**src/rtl/dppio_regs.vh**
```
// Purpose: Register offsets, field positions, reset values and mode codes for dppio_core
// Assumes: Included by its bare name; definitions only
// Notes:   Data is 8 bits wide; addresses are 4-bit word indices
`ifndef DPPIO_REGS_VH
`define DPPIO_REGS_VH

////////////////////////////////////////////////////////////////////////////////
// Register offsets
`define DPPIO_ADDR_DATA_A    4'h0
`define DPPIO_ADDR_DATA_B    4'h1
`define DPPIO_ADDR_CTRL      4'h2
`define DPPIO_ADDR_DIR_A     4'h3
`define DPPIO_ADDR_DIR_B     4'h4
`define DPPIO_ADDR_HS_DIR    4'h5
`define DPPIO_ADDR_HS_DATA   4'h6
`define DPPIO_ADDR_STATUS    4'h7
`define DPPIO_ADDR_MASK      4'h8

////////////////////////////////////////////////////////////////////////////////
// Port modes, control byte fields
`define DPPIO_MODE_IN        2'h0
`define DPPIO_MODE_OUT       2'h1
`define DPPIO_MODE_BIDIR     2'h2
`define DPPIO_MODE_BIT       2'h3
`define DPPIO_CTRL_A_LSB     0
`define DPPIO_CTRL_B_LSB     2

////////////////////////////////////////////////////////////////////////////////
// Status and mask bit positions
`define DPPIO_ST_A_IN        0
`define DPPIO_ST_B_IN        1
`define DPPIO_ST_A_OUT       2
`define DPPIO_ST_B_OUT       3

////////////////////////////////////////////////////////////////////////////////
// Handshake pin positions
`define DPPIO_HS_A_RDY       0
`define DPPIO_HS_A_STB       1
`define DPPIO_HS_B_RDY       2
`define DPPIO_HS_B_STB       3

////////////////////////////////////////////////////////////////////////////////
// Reset values
`define DPPIO_RST_BYTE       8'h00
`define DPPIO_RST_NIB        4'h0
`define DPPIO_RST_MODE       2'h3

`endif

```
**src/rtl/dppio_core.v**
```verilog
// Purpose: Two 8-bit programmable parallel ports with ready/strobe handshakes
// Assumes: All inputs but rst_i synchronous to clk_i; rst_i async; strobes and timing pulse active high
// Notes:   Output enables are active low; the bench resolves the pin wires
`timescale 1ns/1ns
`include "dppio_regs.vh"

////////////////////////////////////////////////////////////////////////////////
// Behaviour
// - Ports A and B each selectable as byte input or byte output with handshake.
// - Bidirectional mode exists on port A only; a request for B is ignored.
// - Bidirectional port A moves both directions over its eight data pins.
// - Bidirectional A uses A handshake inbound and B handshake outbound.
// - Bit-programmable mode gives every data line its own direction bit.
// - Handshake pins have per-pin direction when used as general lines.
// - Bus interface works identically whether mapped in I/O or memory space.
// - Strobe lead drops ready; trail latches data and raises service request.
// - Buffer read: timing pulse lead clears request, its trail raises ready.
module dppio_core (
	input  wire       clk_i,
	input  wire       rst_i,
	input  wire       ce_i,
	input  wire       cs_i,
	input  wire [3:0] addr_i,
	input  wire [7:0] wdata_i,
	input  wire       we_i,
	input  wire       re_i,
	output wire [7:0] rdata_o,
	input  wire       cpu_timing_pulse_i,
	input  wire [7:0] a_in_i,
	output wire [7:0] a_out_o,
	output wire [7:0] a_oe_n_o,
	input  wire [7:0] b_in_i,
	output wire [7:0] b_out_o,
	output wire [7:0] b_oe_n_o,
	input  wire [3:0] hs_in_i,
	output wire [3:0] hs_out_o,
	output wire [3:0] hs_oe_n_o,
	output wire       a_srq_o,
	output wire       b_srq_o,
	output wire       irq_o
);

	reg  [1:0] mode_a;
	reg  [1:0] mode_b;
	reg  [7:0] dir_a;
	reg  [7:0] dir_b;
	reg  [3:0] hs_dir;
	reg  [3:0] hs_lat;
	reg  [7:0] out_a;
	reg  [7:0] out_b;
	reg  [7:0] buf_a;
	reg  [7:0] buf_b;
	reg        rdy_a;
	reg        rdy_b;
	reg        pend_a;
	reg        pend_b;
	reg  [3:0] status;
	reg  [3:0] mask;
	reg        strb_a_q;
	reg        strb_b_q;
	reg        tpb_q;
	reg  [7:0] rdata;
	reg  [7:0] next_rdata;
	reg  [7:0] a_oe_n;
	reg  [7:0] b_oe_n;
	wire [3:0] next_status;
	wire [3:0] st_set;
	wire [3:0] st_clr;
	wire [1:0] next_mode_b;

	////////////////////////////////////////////////////////////////////////
	// Merge driven latch bits with pin levels for bit-programmable reads
	function [7:0] dppio_merge;
		input [7:0] dir;
		input [7:0] lat;
		input [7:0] pins;
		begin
			dppio_merge = (dir & lat) | (~dir & pins);
		end
	endfunction

	////////////////////////////////////////////////////////////////////////
	// Bus decode; chip select and clock enable alone qualify, so I/O or memory mapping looks the same
	wire acc_ok  = cs_i & ce_i;
	wire wr      = acc_ok & we_i;
	wire rd      = acc_ok & re_i;
	wire wr_a    = wr & (addr_i == `DPPIO_ADDR_DATA_A);
	wire wr_b    = wr & (addr_i == `DPPIO_ADDR_DATA_B);
	wire rd_a    = rd & (addr_i == `DPPIO_ADDR_DATA_A);
	wire rd_b    = rd & (addr_i == `DPPIO_ADDR_DATA_B);
	wire wr_ctrl = wr & (addr_i == `DPPIO_ADDR_CTRL);

	// Control byte selects modes; B never takes bidirectional
	wire [1:0] req_a = wdata_i[`DPPIO_CTRL_A_LSB+1:`DPPIO_CTRL_A_LSB];
	wire [1:0] req_b = wdata_i[`DPPIO_CTRL_B_LSB+1:`DPPIO_CTRL_B_LSB];
	assign next_mode_b = (req_b == `DPPIO_MODE_BIDIR) ? mode_b : req_b;

	////////////////////////////////////////////////////////////////////////
	// Handshake engines
	wire a_bidir  = (mode_a == `DPPIO_MODE_BIDIR);
	wire a_in_en  = (mode_a == `DPPIO_MODE_IN) | a_bidir;
	wire a_out_en = (mode_a == `DPPIO_MODE_OUT) | a_bidir;
	wire b_in_en  = (mode_b == `DPPIO_MODE_IN);
	wire b_out_en = (mode_b == `DPPIO_MODE_OUT);

	wire strb_a   = hs_in_i[`DPPIO_HS_A_STB];
	wire strb_b   = hs_in_i[`DPPIO_HS_B_STB];
	// Outbound A watches the B strobe when bidirectional
	wire a_ostb   = a_bidir ? strb_b : strb_a;
	wire a_ostb_q = a_bidir ? strb_b_q : strb_a_q;

	wire a_in_lead  = a_in_en & strb_a & ~strb_a_q;
	wire a_in_trail = a_in_en & ~strb_a & strb_a_q;
	wire b_in_lead  = b_in_en & strb_b & ~strb_b_q;
	wire b_in_trail = b_in_en & ~strb_b & strb_b_q;
	wire a_out_trl  = a_out_en & ~a_ostb & a_ostb_q;
	wire b_out_trl  = b_out_en & ~strb_b & strb_b_q;
	wire tpb_rise   = cpu_timing_pulse_i & ~tpb_q;
	wire tpb_fall   = ~cpu_timing_pulse_i & tpb_q;

	////////////////////////////////////////////////////////////////////////
	// Sticky status; a hardware set in the clearing cycle wins
	assign st_set = {b_out_trl, a_out_trl, b_in_trail, a_in_trail};
	assign st_clr = ({4{wr & (addr_i == `DPPIO_ADDR_STATUS)}} & wdata_i[3:0])
		| {wr_b, wr_a, pend_b & tpb_rise, pend_a & tpb_rise};
	assign next_status = (status & ~st_clr) | st_set;

	////////////////////////////////////////////////////////////////////////
	// Read data mux
	// Idle cycles read zero, so several slaves may share one OR-ed return bus
	always @* begin
		next_rdata = `DPPIO_RST_BYTE;
		if (rd) begin
			case (addr_i)
			`DPPIO_ADDR_DATA_A: begin
				case (mode_a)
				`DPPIO_MODE_IN:    next_rdata = buf_a;
				`DPPIO_MODE_BIDIR: next_rdata = buf_a;
				`DPPIO_MODE_OUT:   next_rdata = out_a;
				default:           next_rdata = dppio_merge(dir_a, out_a, a_in_i);
				endcase
			end
			`DPPIO_ADDR_DATA_B: begin
				case (mode_b)
				`DPPIO_MODE_IN:  next_rdata = buf_b;
				`DPPIO_MODE_OUT: next_rdata = out_b;
				default:         next_rdata = dppio_merge(dir_b, out_b, b_in_i);
				endcase
			end
			`DPPIO_ADDR_CTRL:    next_rdata = {4'h0, mode_b, mode_a};
			`DPPIO_ADDR_DIR_A:   next_rdata = dir_a;
			`DPPIO_ADDR_DIR_B:   next_rdata = dir_b;
			`DPPIO_ADDR_HS_DIR:  next_rdata = {4'h0, hs_dir};
			`DPPIO_ADDR_HS_DATA: next_rdata = {4'h0, hs_in_i};
			`DPPIO_ADDR_STATUS:  next_rdata = {4'h0, status};
			`DPPIO_ADDR_MASK:    next_rdata = {4'h0, mask};
			default:             next_rdata = `DPPIO_RST_BYTE;
			endcase
		end
	end

	////////////////////////////////////////////////////////////////////////
	// State
	always @(posedge clk_i or posedge rst_i) begin
		if (rst_i) begin
			mode_a   <= `DPPIO_RST_MODE;
			mode_b   <= `DPPIO_RST_MODE;
			dir_a    <= `DPPIO_RST_BYTE;
			dir_b    <= `DPPIO_RST_BYTE;
			hs_dir   <= `DPPIO_RST_NIB;
			hs_lat   <= `DPPIO_RST_NIB;
			out_a    <= `DPPIO_RST_BYTE;
			out_b    <= `DPPIO_RST_BYTE;
			buf_a    <= `DPPIO_RST_BYTE;
			buf_b    <= `DPPIO_RST_BYTE;
			rdy_a    <= 1'b0;
			rdy_b    <= 1'b0;
			pend_a   <= 1'b0;
			pend_b   <= 1'b0;
			status   <= `DPPIO_RST_NIB;
			mask     <= `DPPIO_RST_NIB;
			strb_a_q <= 1'b0;
			strb_b_q <= 1'b0;
			tpb_q    <= 1'b0;
			rdata    <= `DPPIO_RST_BYTE;
		end else if (ce_i) begin
			strb_a_q <= strb_a;
			strb_b_q <= strb_b;
			tpb_q    <= cpu_timing_pulse_i;
			rdata    <= next_rdata;
			status   <= next_status;
			if (wr & (addr_i == `DPPIO_ADDR_DIR_A))
				dir_a <= wdata_i;
			if (wr & (addr_i == `DPPIO_ADDR_DIR_B))
				dir_b <= wdata_i;
			if (wr & (addr_i == `DPPIO_ADDR_HS_DIR))
				hs_dir <= wdata_i[3:0];
			if (wr & (addr_i == `DPPIO_ADDR_HS_DATA))
				hs_lat <= wdata_i[3:0];
			if (wr & (addr_i == `DPPIO_ADDR_MASK))
				mask <= wdata_i[3:0];
			if (wr_a)
				out_a <= wdata_i;
			if (wr_b)
				out_b <= wdata_i;
			if (a_in_trail)
				buf_a <= a_in_i;
			if (b_in_trail)
				buf_b <= b_in_i;

			// Only a read of a buffer in input service arms the timing pulse
			// A pulse with nothing pending leaves ready alone, so stray pulses invite no byte
			if (rd_a & a_in_en)
				pend_a <= 1'b1;
			else if (tpb_fall)
				pend_a <= 1'b0;
			if (rd_b & b_in_en)
				pend_b <= 1'b1;
			else if (tpb_fall)
				pend_b <= 1'b0;

			// Port A ready pin: inbound in input or bidir, outbound in output mode
			if (a_in_lead | (mode_a == `DPPIO_MODE_OUT & a_out_trl))
				rdy_a <= 1'b0;
			else if (a_in_en & pend_a & tpb_fall)
				rdy_a <= 1'b1;
			else if (mode_a == `DPPIO_MODE_OUT & wr_a)
				rdy_a <= 1'b1;

			// Port B ready pin; carries A outbound while A is bidirectional
			if (a_bidir) begin
				if (a_out_trl)
					rdy_b <= 1'b0;
				else if (wr_a)
					rdy_b <= 1'b1;
			end else if (b_in_lead | b_out_trl)
				rdy_b <= 1'b0;
			else if (b_in_en & pend_b & tpb_fall)
				rdy_b <= 1'b1;
			else if (b_out_en & wr_b)
				rdy_b <= 1'b1;

			// A new mode starts with ready low; a discarded read raises it for input, a data write for output
			if (wr_ctrl) begin
				mode_a <= req_a;
				mode_b <= next_mode_b;
				if (req_a != mode_a)
					rdy_a <= 1'b0;
				if ((next_mode_b != mode_b) | (req_a != mode_a))
					rdy_b <= 1'b0;
			end
		end
	end

	////////////////////////////////////////////////////////////////////////
	// Pin drive
	always @* begin
		case (mode_a)
		`DPPIO_MODE_OUT:   a_oe_n = 8'h00;
		`DPPIO_MODE_IN:    a_oe_n = 8'hff;
		// Driven only while the peripheral strobes the outbound side
		`DPPIO_MODE_BIDIR: a_oe_n = strb_b ? 8'h00 : 8'hff;
		default:           a_oe_n = ~dir_a;
		endcase
		case (mode_b)
		`DPPIO_MODE_OUT: b_oe_n = 8'h00;
		`DPPIO_MODE_IN:  b_oe_n = 8'hff;
		default:         b_oe_n = ~dir_b;
		endcase
	end

	// B handshake pins belong to A outbound in bidir; software keeps B bit-programmed then
	wire hs_byte_a = (mode_a != `DPPIO_MODE_BIT);
	wire hs_byte_b = (mode_b != `DPPIO_MODE_BIT) | a_bidir;

	assign hs_oe_n_o[`DPPIO_HS_A_RDY] = hs_byte_a ? 1'b0 : ~hs_dir[`DPPIO_HS_A_RDY];
	assign hs_oe_n_o[`DPPIO_HS_A_STB] = hs_byte_a ? 1'b1 : ~hs_dir[`DPPIO_HS_A_STB];
	assign hs_oe_n_o[`DPPIO_HS_B_RDY] = hs_byte_b ? 1'b0 : ~hs_dir[`DPPIO_HS_B_RDY];
	assign hs_oe_n_o[`DPPIO_HS_B_STB] = hs_byte_b ? 1'b1 : ~hs_dir[`DPPIO_HS_B_STB];
	assign hs_out_o[`DPPIO_HS_A_RDY]  = hs_byte_a ? rdy_a : hs_lat[`DPPIO_HS_A_RDY];
	assign hs_out_o[`DPPIO_HS_A_STB]  = hs_lat[`DPPIO_HS_A_STB];
	assign hs_out_o[`DPPIO_HS_B_RDY]  = hs_byte_b ? rdy_b : hs_lat[`DPPIO_HS_B_RDY];
	assign hs_out_o[`DPPIO_HS_B_STB]  = hs_lat[`DPPIO_HS_B_STB];

	assign a_out_o  = out_a;
	assign b_out_o  = out_b;
	assign a_oe_n_o = a_oe_n;
	assign b_oe_n_o = b_oe_n;
	assign rdata_o  = rdata;

	////////////////////////////////////////////////////////////////////////
	// Service requests and masked interrupt
	assign a_srq_o = status[`DPPIO_ST_A_IN] | status[`DPPIO_ST_A_OUT];
	assign b_srq_o = status[`DPPIO_ST_B_IN] | status[`DPPIO_ST_B_OUT];
	assign irq_o   = |(status & mask);

endmodule

```
**config.mk**
```make
export PLATFORM = sky130hd
export DESIGN_NAME = dppio_core
export DESIGN_NICKNAME = d
export VERILOG_FILES = /design/src/rtl/dppio_core.v
export VERILOG_INCLUDE_DIRS = /design/src /design/src/rtl
export SDC_FILE = /design/constraint.sdc
export NUM_CORES = 1
export LEC_CHECK = 0
export BUFFER_PORTS_ARGS = -buffer_cell sky130_fd_sc_hd__buf_2
export CAP_MARGIN = 20
export CORE_MARGIN = 2
export CORE_UTILIZATION = 44
export DETAILED_ROUTE_END_ITERATION = 6
export GPL_TIMING_DRIVEN = 0
export PLACE_DENSITY = 0.64
export SLEW_MARGIN = 20
export SYNTH_ARGS = -nofsm -noshare
export SYNTH_HDL_FRONTEND = slang
export SYNTH_SLANG_ARGS = --single-unit
```
**constraint.sdc**
```tcl
create_clock -name clk_i -period 3.6 [get_ports clk_i]
set_input_delay 0.72 -clock clk_i [delete_from_list [all_inputs] [get_ports clk_i]]
set_output_delay 0.72 -clock clk_i [all_outputs]
set_load 0.02 [all_outputs]
```
[Word level (Yosys, flattened, before mapping)]
Index checks and enable logic that the tools add are counted.
Word-level totals
  register bits: 83
  input port bits: 39
  output and inout port bits: 51
  logic and storage cells: 159
Cells by class
  bitwise operators: 72
  multiplexer cells: 32
  reduce and logical (&&, ||, !) cells: 19
  eq/ne operators: 16
Operators with widths (count)
  $pmux W8 S9: 1
  $pmux W8 S2: 3
  $and A1 B1 Y1: 39
  $and A8 B8 Y8: 4
  $mux W1: 24
  $pmux W8 S3: 1
  $reduce_and A2 Y1: 12
  $eq A4 B3 Y1 const B: 4
  $mux W8: 2
  $not A8 Y8: 2
  $or A8 B8 Y8: 2
  $and A4 B4 Y4: 3
  $not A1 Y1: 11
  $eq A4 B2 Y1 const B: 2
  $or A1 B1 Y1: 8
  $or A4 B4 Y4: 2
  $eq A2 B1 Y1 const B: 2
  $eq A2 B2 Y1 const B: 2
  $eq A4 B1 Y1 const B: 1
  $eq A4 B4 Y1 const B: 1
  $logic_not A2 Y1: 2
  $logic_not A4 Y1: 1
  $ne A2 B2 Y1: 2
  $ne A2 B2 Y1 const B: 2
  5 further kinds: 6

[Logic depth before layout (Yosys ltp)]
Gate-level depths: netlist (run 1).
  depth in word-level cells: 10
  gate-level depth with buffers: 8
  mapped depth without buffers: 7

[Least setup slack after synthesis (run 1)]
No wires, ideal clock.
  kind: flip-flop to output port
  start point: reg mode_a[0]
  end point: out a_oe_n_o[0]
  data arrival time: 1.724 ns
  setup slack: 1.156 ns
  cell stages (with the launch flop): 6
  buffers on the path: 0
  cells stage by stage: dfstp_2 inv_1 ha_1 nor2b_1 o21ai_0 o21ai_0
On the way
  word-level cells in the longest chain between the ends: 2
  elaborated cells on any way between the ends: 4
RTL lines
  start: declaration: line dppio_core.v:43  | reg [1:0] mode_a;
  start signal: assignment: line dppio_core.v:166  | mode_a <= `DPPIO_RST_MODE;
  start signal: assignment: line dppio_core.v:245  | mode_a <= req_a;
  $eq A2 B2 Y1, or another cell as far along
  $pmux W8 S3 (*): line dppio_core.v:258  | case (mode_a)
  end: declaration: line dppio_core.v:31  | output wire [7:0] a_oe_n_o,
Mark *: on every way between the ends. The rest lies on a longest branch, timed or not.

[Worst setup path in the final report (run 1)]
  start point: reg mode_a[0]
  end point: out a_oe_n_o[6]
Same word-level chain as after synthesis.

==> qor.txt, run 1 <==
Internal: 1.70 mW
DR vias/cell: 5.80
max incr delay on CP: 620 ps
Post-synth top cells: dfrtp_1, mux2_2, mux2i_1, o21ai_0, nand2_1
core box area: 10,200 um^2
fmax: 0.298 GHz
synth-to-layout area growth: 18.0%
CTS sink cnt: 83
crit-path max FO: 9
RSZ-0062 raised after global routing: false
reg2reg start: mode_a[0]
crit path time final: 3360 ps
ranking of synthesized cells by area: dfrtp_1, mux2_2, mux2i_1, dfstp_2, o21ai_0
Post-Syn Instances: 406
hold crit path type: primary input to async pin
R2R Setup Slk: 1150 ps
Comb power frac: 27.3%
initial antenna violation count: 1
placer's final routability congestion estimate: 0.923
number of inserted diodes: 0
num ports: 90
critical path class: flop to output pin
Reg area: 2080 um^2
CP cell instances: inv_1, ha_1, nor2b_1, o21ai_0, clkbuf_2, o21ai_0, buf_2
fin crit share: 93.2%
layout cell share with drive strength beyond 1: 40.4%
Port Buffers: 85
Post-synth top flop: dfrtp_1
syn_nets: 449
Worst-Margin Slew: 818 ps
Worst setup EP type: output pin
die height: 106 um
global-route wire length before repair: 21,100 um
# fillers: 952
Total GRT Usage: 24.7%
Required @ worst endpoint: 2880 ps
layout net count: 546
Synth top area share: 43.0%
Site Rows: 37
setup TNS: 0 ps
# DRC: 0
Max-slew headroom: 44.7%
startpoint types: flop
Util after Layout: 53.0%
Final Power: 2.60 mW
synthesized area: 4600 um^2
cell with the most instances after synthesis: dfrtp_1
post-synth top area cell: dfrtp_1
post-route insts no fill: 644
remaining antenna violation count: 0
largest net degree at the start of global routing: 50
Post-Route WL: 13,700 um
MaxCap Viol Count: 0
drt initial violations: 247
Fin. Hold Viols: 0
CTS Hold Bufs: 0
clock-pin slew on the worst setup and hold paths: 90 ps
Switch Pwr: 898 uW
worst vdd ir: 0.249 mV
most frequent CP cell: o21ai_0
H-tree depth: 3
Post-synth EDFFs: 0
final setup fails: 0
sw frac: 34.5%
LEAKAGE: 2.47 nW
Pwr Density: 479 nW/um^2
Post-synth ARST share: 100%
Die Wd: 106 um
critical path startpoint: mode_a[0]
mean post-synth cell area: 11.3 um^2
Root Driver: clkbuf_8
CTS tree: done
Yosys reg bits: 83
Cell variety after synth: 55
via count: 3,735
Starting Density: 44.9%
HPWL Detailed: 10,200 um
outcome: completed
WL per Instance: 21.2 um
Ys Warns: 0
clock share of power: 26.7%
sequential share of power: 46.0%
Worst Skew: 6.66 ps
number of global-route vias before repair: 3,762
drt pass-1 iters: 4
Inst Count DP: 628
worst-case clock buffer depth: 2
crit path DAT: 2640 ps
Max Slew Vio Count: 0
worst skew pair latency: 350 ps
Multi-input gate area: 2320 um^2
die area: 11,300 um^2
grt total ovfl: 0
sequential share of the synthesized area: 45.3%
Num CTS Buffers: 9
Crit-path slowest cell: dfstp_2
-- logic make-up (layout without fill, tap and decap cells) --
| kind of cell | Yosys count | count (layout) | synth area share (%) |
|---|---|---|---|
| simple gates | 92 | 92 | 12.2 |
| flops | 83 | 83 | 45.3 |
| compound gates | 98 | 98 | 14.7 |
| mux | 90 | 90 | 22.1 |
| buf+inv | 37 | 139 | 4.22 |
| fa+ha+maj | 4 | 4 | 1.09 |
| xor+xnor | 2 | 2 | 0.381 |
-- sequential cells by signal (all words and copies together), names as in the netlist, 2 cells and up --
register	count
dir_a	8
hs_lat	4
mode_b	2
a_out_o	8
buf_b	8
rdata_o	8
buf_a	8
dir_b	8
b_out_o	8
status	4
mask	4
hs_dir	4
mode_a	2
-- layout by cell type, fill, tap and decap left out, types with 5 or more instances in the layout --
| cell type | instances |
|---|---|
| mux2_2 | 59 |
| clkbuf_8 | 9 |
| clkbuf_1 | 8 |
| mux2_4 | 6 |
| nor2_1 | 17 |
| or3_1 | 6 |
| a211oi_1 | 9 |
| mux2i_1 | 24 |
| dfrtp_1 | 79 |
| inv_1 | 8 |
| a221o_1 | 8 |
| a21oi_1 | 18 |
| nor3_1 | 11 |
| nand3_1 | 6 |
| buf_2 | 93 |
| nand2_1 | 19 |
| o21ai_0 | 21 |
| o22ai_1 | 6 |
| nor2b_1 | 5 |
| a221oi_1 | 10 |
-- final timing paths --
path	endpoint	cells past startpoint
setup / recovery	a_oe_n_o[6]	7
hold / removal	b_out_o[4]	2
setup reg to reg	rdata_o[4]	7
hold reg to reg	buf_a[6]	1
max in group asynchronous	mode_a[1]	3
min in group clk_i	buf_a[6]	1
-- worst max-delay path: cells and delay by family (launching register included) --
family          cells  cell delay [ps]
flops               1              620
compound gates      2              620
buf+inv             3              560
fa+ha+maj           1              300
simple gates        1              170
-- power groups by stage --
stage	sequential (mW)	clock, mW	combinational, mW
floorplan	1.20	0	0.456
global placement	1.21	0	0.693
detailed placement	1.21	0	0.708
CTS	1.19	0.705	0.711
global route	1.21	0.747	0.769
finish	1.20	0.694	0.710
-- cell type report --
class,count,share of cell area (%)
Multi-Input combinational cell,286,42.8
Tap cell,136,3.14
Timing Repair Buffer,87,8.44
Clock buffer,9,2.28
Buffer,26,2.81
Sequential cell,83,38.4
Inverter,10,0.738
Clock inverter,7,1.41
-- per-layer routing --
layer	wire length [um]	GRT usage (%)
met4	203	6.67
met3	698	3.68
met1	6140	35.0
met2	6630	39.6
met5	11	0
-- metrics by stage --
step                area [um^2]  hold WS [ps]  worst slack (ps)
finish                     5420           380               244
global route               5420           402              81.9
CTS                        5420           395              70.3
detailed placement         5220           496               461
global placement           5190           487              -303
floorplan                  4600           468               750
-- what timing repair did --
item | CTS | global route
endpoints found under the setup margin | 0 | 4
resized for setup | 0 | 0
buffers inserted | 0 | 0
Note: power is estimated with default switching activity, not from simulation.
==> inputs of run 2 (changes only) <==
--- a/config.mk
+++ b/config.mk
@@ -10,6 +10,7 @@
 export CAP_MARGIN = 20
 export CORE_MARGIN = 2
 export CORE_UTILIZATION = 44
+export CTS_BUF_LIST = sky130_fd_sc_hd__clkbuf_16
 export DETAILED_ROUTE_END_ITERATION = 6
 export GPL_TIMING_DRIVEN = 0
 export PLACE_DENSITY = 0.64
==> run 2 against run 1 <==
Effect of this change:
- worst hold slack improved by 21 ps
- non-clock buffer count unchanged
- utilization increased by 0.99 points
- critical endpoint unchanged
- largest cell class unchanged
- largest power group unchanged
==> qor.txt, run 2 (synthesized netlist as in run 1, its figures left out) <==
global-route wire length before repair: 21,300 um (+0.88%)
LEAKAGE: 2.52 nW (+1.9%)
num ports: 90 (unchanged)
HPWL Detailed: 10,200 um (unchanged)
Port Buffers: 85 (unchanged)
Max Slew Vio Count: 0 (unchanged)
worst-case clock buffer depth: 2 (unchanged)
most frequent cells in the layout: buf_2, dfrtp_1, mux2_2
RSZ-0062 raised after global routing: false
synth-to-layout area growth: 20.2%
grt met3 use: 3.74% (+0.061 points)
WL per Instance: 21.4 um (+0.89%)
fin crit share: 92.3% (-0.92 points)
# DRC: 0 (unchanged)
Multi-input gate area: 2320 um^2 (unchanged)
crit-path max FO: 10 (+1)
largest net degree at the start of global routing: 50 (unchanged)
Max-slew headroom: 42.9% (-1.8 points)
Required @ worst endpoint: 2880 ps (about the same)
critical path class: flop to output pin
setup bufs post-CTS: 0 (unchanged)
die height: 106 um (unchanged)
Worst R2R Path Depth: 7 (unchanged)
drt initial violations: 213 (-14%)
GR met1 Demand/Resource: 35.0% (+0.079 points)
grt total ovfl: 0 (unchanged)
fmax: 0.301 GHz (+1.0%)
core box area: 10,200 um^2 (unchanged)
met2 usage: 39.9% (+0.37 points)
CTS sink cnt: 83 (unchanged)
final setup fails: 0 (unchanged)
Num CTS Buffers: 9 (unchanged)
Worst-Margin Slew: 845 ps (+27.0 ps)
Total GRT Usage: 24.9% (+0.25 points)
Root Driver: clkbuf_16
Post-CTS Resized: 0 (unchanged)
startpoint types: flop
GR peak layer: met2
Worst setup EP type: output pin
CTS Hold Bufs: 0 (unchanged)
worst skew pair latency: 330 ps (-20 ps)
post-route insts no fill: 644 (unchanged)
die area: 11,300 um^2 (unchanged)
layout net count: 546 (unchanged)
Worst Skew: 8.48 ps (+1.82 ps)
Post-Route WL: 13,800 um (+0.89%)
number of global-route vias before repair: 3,777 (+0.40%)
# fillers: 936 (-1.7%)
Inst Count DP: 628 (unchanged)
H-tree depth: 3 (unchanged)
setup TNS: 0 ps (unchanged)
drt pass-1 iters: 4 (unchanged)
DR vias/cell: 5.90 (+1.7%)
leading cell type in the layout, fill and taps excluded: buf_2
crit path DAT: 2600 ps (-40 ps)
layout cell share with drive strength beyond 1: 40.4% (unchanged)
MaxCap Viol Count: 0 (unchanged)
Reg area: 2080 um^2 (unchanged)
outcome: completed
Fin. Hold Viols: 0 (unchanged)
Pwr Density: 515 nW/um^2 (+7.4%)
reg2reg start: mode_a[0]
R2R Setup Slk: 1170 ps (+20 ps)
placer's final routability congestion estimate: 0.923 (unchanged)
Worst R2R End: rdata_o[4]
number of inserted diodes: 0 (unchanged)
Starting Density: 44.9% (unchanged)
clock-pin slew on the worst setup and hold paths: 70 ps (-20 ps)
remaining antenna violation count: 0 (unchanged)
CTS tree: done
via count: 3,799 (+1.7%)
hold crit path type: primary input to async pin
Die Wd: 106 um (unchanged)
initial antenna violation count: 1 (unchanged)
Util after Layout: 54.0% (+0.99 points)
crit path time final: 3320 ps (-33.2 ps)
worst vdd ir: 0.255 mV (+2.5%)
Site Rows: 37 (unchanged)
[run 2: cell count changes in the layout (fill, tap and decap cells not counted)]
| cell | previous run | this run |
|---|---|---|
| clkbuf_16 | 0 | 9 |
| clkbuf_8 | 9 | 0 |
[run 2: cell type report]
| class | count | area share [%] |
|---|---|---|
| Multi-Input combinational cell | 286 | 42.0 |
| Sequential cell | 83 | 37.7 |
| Clock inverter | 7 | 1.38 |
| Buffer | 26 | 2.76 |
| Clock buffer | 9 | 4.08 |
| Inverter | 10 | 0.725 |
| Tap cell | 136 | 3.08 |
| Timing Repair Buffer | 87 | 8.29 |
[run 2: metal layers]
metal | part of all wire, % | vias up | wire length (um)
met1 | 45 | 1915 | 6150
met2 | 48 | 145 | 6620
met4 | 1.8 | 2 | 251
met3 | 5.6 | 22 | 772
met5 | 0.080 | - | 11
li1 | - | 1715 | -
[run 2: report_power, final]
group	switching, mW	total (mW)	internal, mW
sequential	0.121	1.20	1.07
clock	0.394	0.937	0.543
combinational	0.408	0.712	0.304
[run 2: worst max-delay path: stages, from the launching register on]
cell	delay [ps]
dfstp_2	620
ha_1	440
inv_1	290
o21ai_0	320
clkbuf_2	280
o21ai_0	130
buf_2	190
[run 2: per-stage QoR]
step / worst slack, ps / hold WS (ps) / instance area [um^2] / total power [mW]
2_1_floorplan: 750 / 468 / 4600 / 1.66
3_3_place_gp: -303 / 487 / 5190 / 1.90
3_5_place_dp: 461 / 496 / 5220 / 1.92
4_1_cts: 93.4 / 421 / 5520 / 2.86
5_1_grt: 112 / 434 / 5530 / 2.98
6_report: 277 / 401 / 5530 / 2.84
[run 2: worst max path at each step]
stage,from,to,slack (ps),cells after the start
2_1_floorplan,rst_i,a_out_o[0],750,1
3_3_place_gp,rst_i,hs_lat[1],-300,2
3_5_place_dp,mode_a[0],a_oe_n_o[1],460,6
4_1_cts,mode_a[0],a_oe_n_o[1],90,6
5_1_grt,mode_a[0],a_oe_n_o[6],110,6
6_report,mode_a[1],a_oe_n_o[6],280,6
